===== config.mk =====
export PLATFORM = sky130hd
export DESIGN_NAME = capture_compare_channels
export DESIGN_NICKNAME = d
export VERILOG_FILES = /design/src/shared/ccp_pkg.sv /design/src/rtl/capture_compare_channels.sv
export VERILOG_INCLUDE_DIRS = /design/src /design/src/shared
export SDC_FILE = /design/constraint.sdc
export NUM_CORES = 1
export LEC_CHECK = 0
export BUFFER_PORTS_ARGS = -buffer_cell sky130_fd_sc_hd__buf_2
export CORE_UTILIZATION = 45
export CTS_CLUSTER_SIZE = 14
export DETAILED_ROUTE_END_ITERATION = 7
export HOLD_SLACK_MARGIN = 0.1
export PLACE_DENSITY = 0.63
export SLEW_MARGIN = 20
export SYNTH_ARGS = -nofsm -noshare
export SYNTH_HDL_FRONTEND = slang
export SYNTH_SLANG_ARGS = --single-unit
export TNS_END_PERCENT = 1

===== constraint.sdc =====
create_clock -name core_clk -period 2.5 [get_ports core_clk]
set_input_delay 0.5 -clock core_clk [delete_from_list [all_inputs] [get_ports core_clk]]
set_output_delay 0.5 -clock core_clk [all_outputs]
set_load 0.1 [all_outputs]

===== src/shared/ccp_defs.svh =====
// Offsets, fields, reset values and mode codes of the capture/compare block
`ifndef CCP_DEFS_SVH
`define CCP_DEFS_SVH
// APB register byte addresses
`define OFF_CHAN1_CONTROL 12'h000
`define OFF_CHAN2_CONTROL 12'h004
`define OFF_CHAN1_VALUE 12'h008
`define OFF_CHAN2_VALUE 12'h00c
`define OFF_FLAGS 12'h010
`define OFF_ENABLES 12'h014
`define OFF_TIMER 12'h018
`define OFF_PORT 12'h01c
// Flag register bit positions
`define FLAG_CHAN1_BIT 2
`define FLAG_CHAN2_BIT 0
`define FLAG_TIMER_OVF_BIT 1
// Port register fields
`define PORT_DATA_BIT 0
`define PORT_DIR_BIT 1
// Mode select codes
`define MODE_OFF 4'h0
`define MODE_CAP_FALL 4'h4
`define MODE_CAP_RISE 4'h5
`define MODE_CAP_RISE4 4'h6
`define MODE_CAP_RISE16 4'h7
`define MODE_CMP_SET 4'h8
`define MODE_CMP_CLR 4'h9
`define MODE_CMP_SOFT 4'ha
`define MODE_CMP_SPECIAL 4'hb
`define MODE_CMP_TOGGLE 4'h2
// Prescale terminal counts
`define PRESCALE_4_LAST 4'h3
`define PRESCALE_16_LAST 4'hf
// Reset values
`define RST_CONTROL 4'h0
`define RST_VALUE 16'h0000
`define RST_DIR 1'b1
`endif


===== src/shared/ccp_pkg.sv =====
// Types shared by the capture/compare block
`default_nettype none
package ccp_pkg;
  // Decoded channel behaviour
  typedef enum logic [2:0] {
    act_off, act_capture, act_set, act_clear, act_toggle, act_soft, act_special
  } chan_action_t;
  // Per-channel pin signals
  typedef struct packed {
    logic out;
    logic oe;
  } pin_drive_t;
endpackage : ccp_pkg
`default_nettype wire


===== src/rtl/capture_compare_channels.sv =====
// Capture/compare channels beside a 16-bit reference timer, with APB registers
// How it works
// - Capture copies full timer into channel 1
// - Mode picks falling, rising, 4th, 16th edge
// - Capture sets channel 1 flag; software clears
// - Newer capture overwrites unread value
// - Driven pin level can cause capture
// - Mode change may raise false event
// - Prescaler cleared when off or not capture
// - Prescaler switch keeps count uncleared
// - Compare value constantly against timer
// - Match sets, clears, toggles or keeps pin
// - Match flag set with pin action
// - Cleared control forces compare latch low
// - Software mode raises event only, pin untouched
// - Channel 1 trigger resets timer
// - Channel 2 trigger resets timer, starts conversion
// - Channel 2 trigger never sets overflow flag
`include "ccp_defs.svh"
`default_nettype none
module capture_compare_channels
  import ccp_pkg::*;
(
  input wire logic core_clk,
  input wire logic rst_n,
  input wire logic psel,
  input wire logic penable,
  input wire logic pwrite,
  input wire logic [11:0] paddr,
  input wire logic [31:0] pwdata,
  input wire logic [3:0] pstrb,
  output logic [31:0] prdata,
  output logic pready,
  output logic pslverr,
  input wire logic chan1_pin_in,
  output logic chan1_pin_out,
  output logic chan1_pin_oe,
  output logic chan2_pin_out,
  output logic chan2_pin_oe,
  input wire logic adc_enabled,
  output logic adc_start,
  output logic chan1_event,
  output logic chan2_event
);

  // ==========================================================
  // Decoding helpers
  // ==========================================================
  // Mode code to behaviour; used for both channels
  function automatic chan_action_t decode_mode(input logic [3:0] m);
    chan_action_t a;
    a = act_off;
    unique case (m)
      `MODE_CAP_FALL, `MODE_CAP_RISE, `MODE_CAP_RISE4, `MODE_CAP_RISE16: a = act_capture;
      `MODE_CMP_SET: a = act_set;
      `MODE_CMP_CLR: a = act_clear;
      `MODE_CMP_TOGGLE: a = act_toggle;
      `MODE_CMP_SOFT: a = act_soft;
      `MODE_CMP_SPECIAL: a = act_special;
      default: a = act_off;
    endcase
    return a;
  endfunction : decode_mode

  // ==========================================================
  // Registers and state
  // ==========================================================
  logic [3:0] chan1_control_r; // Channel 1 mode select
  logic [3:0] chan2_control_r; // Channel 2 mode select
  logic [15:0] chan1_value_r; // Channel 1 capture/compare value
  logic [15:0] chan2_value_r; // Channel 2 compare value
  logic [15:0] timer_r; // Reference timer
  logic chan1_flag_r; // Channel 1 event flag
  logic chan2_flag_r; // Channel 2 event flag
  logic timer_ovf_flag_r; // Timer overflow flag
  logic chan1_enable_r; // Channel 1 event enable
  logic chan2_enable_r; // Channel 2 event enable
  logic port_data_r; // General port data latch for channel 1 pin
  logic port_dir_r; // 1 = input, as after reset
  logic cmp1_latch_r; // Compare output latches, apart from port latch
  logic cmp2_latch_r;
  logic [3:0] prescale_r; // Capture prescaler counter
  logic sync1_r; // Synchroniser, first stage
  logic sync2_r; // Synchroniser, second stage
  logic pin_prev_r; // Previous synchronised level
  logic [31:0] prdata_r;
  logic pready_r;
  logic pslverr_r;
  logic adc_start_r;
  logic chan1_event_r;
  logic chan2_event_r;
  logic chan1_out_r;
  logic chan1_oe_r;
  logic chan2_out_r;
  logic chan2_oe_r;

  chan_action_t act1;
  chan_action_t act2;
  logic rise;
  logic fall;
  logic cap_hit;
  logic match1;
  logic match2;
  logic wr;
  logic rd_setup;
  logic trig_reset;
  logic pin_level;

  assign act1 = decode_mode(chan1_control_r);
  assign act2 = decode_mode(chan2_control_r);
  // Access phase write; the answer comes in the same cycle
  assign wr = psel && penable && pwrite && pready_r;
  assign rd_setup = psel && !penable && !pwrite;

  // ==========================================================
  // Capture input path
  // ==========================================================
  // driven pin
  // When the pin is an output the driven level is what the pin shows
  assign pin_level = chan1_oe_r ? chan1_out_r : chan1_pin_in;

  always_ff @(posedge core_clk or negedge rst_n) begin
    if (!rst_n) begin
      sync1_r <= 1'b0;
      sync2_r <= 1'b0;
      pin_prev_r <= 1'b0;
    end else begin
      sync1_r <= pin_level;
      sync2_r <= sync1_r;
      pin_prev_r <= sync2_r;
    end
  end

  assign rise = sync2_r && !pin_prev_r;
  assign fall = !sync2_r && pin_prev_r;

  always_comb begin
    cap_hit = 1'b0;
    unique case (chan1_control_r)
      `MODE_CAP_FALL: cap_hit = fall;
      `MODE_CAP_RISE: cap_hit = rise;
      `MODE_CAP_RISE4: cap_hit = rise && ({2'b00, prescale_r[1:0]} == `PRESCALE_4_LAST);
      `MODE_CAP_RISE16: cap_hit = rise && (prescale_r == `PRESCALE_16_LAST);
      default: cap_hit = 1'b0;
    endcase
  end

  // Prescaler counter
  always_ff @(posedge core_clk or negedge rst_n) begin
    if (!rst_n) begin
      prescale_r <= 4'h0;
    end else if (act1 != act_capture) begin
      prescale_r <= 4'h0;
    end else if (rise) begin
      // count kept across switch
      // A hop from 1:16 to 1:4 keeps the low bits, so first capture may come early
      prescale_r <= prescale_r + 4'h1;
    end
  end

  // ==========================================================
  // Compare and timer
  // ==========================================================
  // constant compare
  assign match1 = (chan1_value_r == timer_r) && (act1 != act_capture) && (act1 != act_off);
  assign match2 = (chan2_value_r == timer_r) && (act2 != act_capture) && (act2 != act_off);
  assign trig_reset = (match1 && act1 == act_special) || (match2 && act2 == act_special);

  // Reference timer; software write wins, else trigger reset, else count
  always_ff @(posedge core_clk or negedge rst_n) begin
    if (!rst_n) begin
      timer_r <= `RST_VALUE;
    end else if (wr && paddr == `OFF_TIMER) begin
      timer_r <= pwdata[15:0];
    end else if (trig_reset) begin
      timer_r <= `RST_VALUE;
    end else begin
      timer_r <= timer_r + 16'h0001;
    end
  end

  // ==========================================================
  // Control and value registers
  // ==========================================================
  // Channel control and enables
  always_ff @(posedge core_clk or negedge rst_n) begin
    if (!rst_n) begin
      chan1_control_r <= `RST_CONTROL;
      chan2_control_r <= `RST_CONTROL;
      chan1_enable_r <= 1'b0;
      chan2_enable_r <= 1'b0;
      port_data_r <= 1'b0;
      port_dir_r <= `RST_DIR;
    end else if (wr && pstrb[0]) begin
      if (paddr == `OFF_CHAN1_CONTROL) chan1_control_r <= pwdata[3:0];
      if (paddr == `OFF_CHAN2_CONTROL) chan2_control_r <= pwdata[3:0];
      if (paddr == `OFF_ENABLES) begin
        chan1_enable_r <= pwdata[`FLAG_CHAN1_BIT];
        chan2_enable_r <= pwdata[`FLAG_CHAN2_BIT];
      end
      if (paddr == `OFF_PORT) begin
        port_data_r <= pwdata[`PORT_DATA_BIT];
        port_dir_r <= pwdata[`PORT_DIR_BIT];
      end
    end
  end

  // Channel 1 value
  always_ff @(posedge core_clk or negedge rst_n) begin
    if (!rst_n) begin
      chan1_value_r <= `RST_VALUE;
    end else if (act1 == act_capture && cap_hit) begin
      chan1_value_r <= timer_r;
    end else if (wr && paddr == `OFF_CHAN1_VALUE) begin
      chan1_value_r <= pwdata[15:0];
    end
  end

  // Channel 2 value
  always_ff @(posedge core_clk or negedge rst_n) begin
    if (!rst_n) begin
      chan2_value_r <= `RST_VALUE;
    end else if (wr && paddr == `OFF_CHAN2_VALUE) begin
      chan2_value_r <= pwdata[15:0];
    end
  end

  // ==========================================================
  // Event flags
  // ==========================================================
  // Hardware set beats software clear in the same cycle
  always_ff @(posedge core_clk or negedge rst_n) begin
    if (!rst_n) begin
      chan1_flag_r <= 1'b0;
      chan2_flag_r <= 1'b0;
      timer_ovf_flag_r <= 1'b0;
    end else begin
      if ((act1 == act_capture && cap_hit) || match1) begin
        chan1_flag_r <= 1'b1;
      end else if (wr && paddr == `OFF_FLAGS && !pwdata[`FLAG_CHAN1_BIT]) begin
        chan1_flag_r <= 1'b0;
      end
      if (match2) begin
        chan2_flag_r <= 1'b1;
      end else if (wr && paddr == `OFF_FLAGS && !pwdata[`FLAG_CHAN2_BIT]) begin
        chan2_flag_r <= 1'b0;
      end
      // no overflow on trigger
      // Only a natural wrap sets it; a trigger reset is not a wrap
      if (timer_r == 16'hffff && !trig_reset && !(wr && paddr == `OFF_TIMER)) begin
        timer_ovf_flag_r <= 1'b1;
      end else if (wr && paddr == `OFF_FLAGS && !pwdata[`FLAG_TIMER_OVF_BIT]) begin
        timer_ovf_flag_r <= 1'b0;
      end
    end
  end

  // ==========================================================
  // Compare output latches
  // ==========================================================
  // pin action on match
  always_ff @(posedge core_clk or negedge rst_n) begin
    if (!rst_n) begin
      cmp1_latch_r <= 1'b0;
      cmp2_latch_r <= 1'b0;
    end else begin
      if (chan1_control_r == `MODE_OFF) cmp1_latch_r <= 1'b0;
      else if (match1 && act1 == act_set) cmp1_latch_r <= 1'b1;
      else if (match1 && act1 == act_clear) cmp1_latch_r <= 1'b0;
      else if (match1 && act1 == act_toggle) cmp1_latch_r <= !cmp1_latch_r;
      if (chan2_control_r == `MODE_OFF) cmp2_latch_r <= 1'b0;
      else if (match2 && act2 == act_set) cmp2_latch_r <= 1'b1;
      else if (match2 && act2 == act_clear) cmp2_latch_r <= 1'b0;
      else if (match2 && act2 == act_toggle) cmp2_latch_r <= !cmp2_latch_r;
    end
  end

  // Pin drivers; channel 1 level from compare latch in compare modes, else port latch; channel 2 driven only in compare modes
  always_ff @(posedge core_clk or negedge rst_n) begin
    if (!rst_n) begin
      chan1_out_r <= 1'b0;
      chan1_oe_r <= 1'b0;
      chan2_out_r <= 1'b0;
      chan2_oe_r <= 1'b0;
    end else begin
      // Channel 1 direction is software's job, so the port bit gates its driver
      chan1_oe_r <= !port_dir_r;
      chan1_out_r <= (act1 == act_capture || act1 == act_off) ? port_data_r : cmp1_latch_r;
      chan2_oe_r <= (act2 != act_off) && (act2 != act_capture);
      chan2_out_r <= cmp2_latch_r;
    end
  end

  // ==========================================================
  // Event outputs
  // ==========================================================
  always_ff @(posedge core_clk or negedge rst_n) begin
    if (!rst_n) begin
      adc_start_r <= 1'b0;
      chan1_event_r <= 1'b0;
      chan2_event_r <= 1'b0;
    end else begin
      adc_start_r <= match2 && act2 == act_special && adc_enabled;
      chan1_event_r <= chan1_flag_r && chan1_enable_r;
      chan2_event_r <= chan2_flag_r && chan2_enable_r;
    end
  end

  // ==========================================================
  // APB slave
  // ==========================================================
  // Read data captured in setup, answered with pready in access phase
  always_ff @(posedge core_clk or negedge rst_n) begin
    if (!rst_n) begin
      prdata_r <= 32'h0000_0000;
      pready_r <= 1'b0;
      pslverr_r <= 1'b0;
    end else begin
      pready_r <= psel && !penable;
      pslverr_r <= psel && !penable && (paddr > `OFF_PORT || paddr[1:0] != 2'b00);
      prdata_r <= 32'h0000_0000;
      if (rd_setup) begin
        unique case (paddr)
          `OFF_CHAN1_CONTROL: prdata_r <= {28'h0000000, chan1_control_r};
          `OFF_CHAN2_CONTROL: prdata_r <= {28'h0000000, chan2_control_r};
          `OFF_CHAN1_VALUE: prdata_r <= {16'h0000, chan1_value_r};
          `OFF_CHAN2_VALUE: prdata_r <= {16'h0000, chan2_value_r};
          `OFF_FLAGS: prdata_r <= {29'h0000000, chan1_flag_r, timer_ovf_flag_r, chan2_flag_r};
          `OFF_ENABLES: prdata_r <= {29'h0000000, chan1_enable_r, 1'b0, chan2_enable_r};
          `OFF_TIMER: prdata_r <= {16'h0000, timer_r};
          `OFF_PORT: prdata_r <= {30'h00000000, port_dir_r, port_data_r};
          default: prdata_r <= 32'h0000_0000;
        endcase
      end
    end
  end

  assign prdata = prdata_r;
  assign pready = pready_r;
  assign pslverr = pslverr_r;
  assign adc_start = adc_start_r;
  assign chan1_event = chan1_event_r;
  assign chan2_event = chan2_event_r;
  assign chan1_pin_out = chan1_out_r;
  assign chan1_pin_oe = chan1_oe_r;
  assign chan2_pin_out = chan2_out_r;
  assign chan2_pin_oe = chan2_oe_r;

endmodule : capture_compare_channels
`default_nettype wire


==> results.cfg <==
[outcome]
outcome = finished, violations left
violations = design-rule violations

[placed_design]
place_hpwl_um = 9530
placed_cells = 707
gp_congestion = 0.905
post-place-ws_ns = 0.0225
place_area_um2 = 6010
portBuffers = 60

[setup_path]
crit_chain = inv_1, ha_1, nor4bb_1, or3_1, inv_2, and4_1, a32o_1, buf_12, o21ai_1
cp-end-kind = flip-flop
critical-path-top-delay-family = simple AND/OR/NAND/NOR gates
critPathMaxStageDelay_ns = 0.48
critPathLaunchType = flip-flop
critPathSlowestCell = dfrtp_1
r2r_slack_ns = 0.21
timing.critical_path.buf_inv = 3
worstPathArrival_ns = 2.52
crit_required_ns = 2.73
critical_path_class = flip-flop to flip-flop
path_max_fanout = 17

[grt]
gr-usage-met2 = 0.377
first_global_vias = 4138
grt_pass1_wl_um = 22100
grt_max_degree = 84
use_met1 = 0.302
overflow = 0
antenna_found_initial = 0
busiest_layer = met2
grt_usage = 0.230
use_met3 = 0.0479

[drt]
drc = 3
wirelength_um = 13400
vias = 4063
postRouteAntennaNets = 0
dr.pass1.iters = 8
drt_iter0_markers = 314
avgRoutedWirePerCell_um = 18.6
vias_per_cell = 5.61

[sta]
drv_slew = 0
fin_crit_ns = 2.29
fin_crit_sh = 0.915
setup_viol = 0
rsz0062_at_grt = no
maxClockFrequency_mhz = 437
final.setup.worst_slack_ns = 0.213
worstMarginPinSlew_ns = 0.567
hold_viol_final = 0
relSlewSlack = 0.618
finalSetupTns_ns = 0
holdWs_ns = 0.362
clock_skew_ns = 0.0146

[clock_tree]
cts_inserted_buffers = 9
cts_tree = yes
htree_levels = 3
cts_post_setup_buffers_inserted = 0
root_buffer = clkbuf_16
clk_pin_slew_ns = 0.07
clock_latency_ns = 0.35
cts.sinks = 97
clockBufferDepth = 2

[finish]
stdcell_area_um2 = 6310
nNetsFinal = 641
multiInputGateArea_um2 = 2830
drive_gt1_frac = 0.234
utilization = 0.545
regArea_um2 = 2430
n_antenna_cell = 0
area_growth_pct = 16.3
final_cells = 724
fillerInstances = 1022

[synth]
ys_ff_latch = 97
synth_top_cell_by_area = dfrtp_1
ys_warn_count = 0
syn_area_per_cell_um2 = 10.5
synth.most_common_cell = dfrtp_1
synth_cells = 516
syn_area_um2 = 5430
synth_area_leaders = dfrtp_1, mux2_1, xor2_1
yosysUniqueCellTypes = 60
ys.flop_type = dfrtp_1
yosysSeqAreaShare = 0.448
synth_edf_count = 0
synth_top_cell_area_share = 0.443
synth_common_cells = dfrtp_1, mux2_1, nand2_1, nor2_1, xor2_1
async_flop_share = 1.00

[power]
cellLeakagePower_nw = 3.08
p_total_mw = 3.43
worst_ir_drop_vdd_mv = 0.426
pwr_density_cell_nw_per_um2 = 543

[floorplan]
die_w_um = 112
start_util = 0.469
fp-row-count = 39
design.core.area_um2 = 11600
die_height_um = 112
dieArea_um2 = 12500
io_pins = 96

[worst_hold_path]
hold_class = flip-flop to flip-flop

[run]
maxCapViolations = 0
==> placed cells by master, fill, tap and decap left out, types with 6 or more instances in the layout <==
cell type / Yosys / layout
nor2_1: 40 / 40
buf_4: 17 / 19
nor2b_1: 7 / 7
dfrtp_1: 96 / 95
o21ai_0: 11 / 11
mux2_4: 0 / 20
mux2_2: 12 / 8
nand3_1: 10 / 10
and4_1: 6 / 6
o21ai_1: 18 / 18
clkbuf_16: 0 / 9
xor2_1: 27 / 27
mux2_1: 53 / 37
a222oi_1: 14 / 14
inv_1: 9 / 9
buf_2: 6 / 59
nand4_1: 13 / 13
xnor2_1: 17 / 17
ha_1: 10 / 10
nand2_1: 42 / 42
nor3_1: 8 / 8
and2_1: 8 / 8
conb_1: 1 / 16
==> routing by layer <==
layer	part of all wire	vias to the layer above	wire (um)
met2	0.49	105	6650
met1	0.43	2011	5830
li1	-	1922	-
met4	0.024	0	322
met3	0.048	25	641
met5	0	-	0
==> state kept, by name (all words and copies together), names as in the netlist, 4 cells and up <==
| name | cells |
|---|---|
| prdata | 16 |
| prescale_r | 4 |
| chan1_value_r | 16 |
| chan2_value_r | 16 |
| timer_r | 16 |
| chan2_control_r | 4 |
| chan1_control_r | 4 |
==> where the power goes <==
part / leakage (nW) / internal, mW / switching (mW)
Sequential: 1.32 / 1.60 / 0.0725
Clock: 0.142 / 0.782 / 0.589
Combinational: 1.62 / 0.111 / 0.275
Total: 3.08 / 2.49 / 0.936
==> final cells by class <==
| class | count | area share |
|---|---|---|
| multi-input cells | 374 | 0.448 |
| flip-flops and latches | 97 | 0.385 |
| repair buffers | 84 | 0.0869 |
| clock buffers | 12 | 0.0375 |
| well taps | 143 | 0.0284 |
| clock inverters | 4 | 0.00833 |
| inverters | 10 | 0.00595 |
==> kinds of logic after synthesis <==
group	synth area share
simple gates	0.162
flops	0.448
compound gates	0.0913
mux	0.146
buf+inv	0.0574
xor+xnor	0.0710
fa+ha+maj	0.0231
other cells	0.000691
==> final timing paths <==
| kind | from | end | cells past startpoint |
|---|---|---|---|
| worst min-delay path | sync1_r | sync2_r | 0 |
| worst max register to register | chan2_control_r[1] | timer_r[15] | 9 |
| min in group asynchronous | rst_n | chan2_event | 2 |
| max in group asynchronous | rst_n | chan2_value_r[8] | 3 |
| worst max-delay path | chan2_control_r[1] | timer_r[15] | 9 |
| worst min register to register | sync1_r | sync2_r | 0 |
==> repair_timing <==
action                                 in CTS  in global routing
hold buffers                                1                  0
gates resized for setup                     0                  0
endpoints found under the hold margin      14                  0
Note: power is estimated with default switching activity, not from simulation.
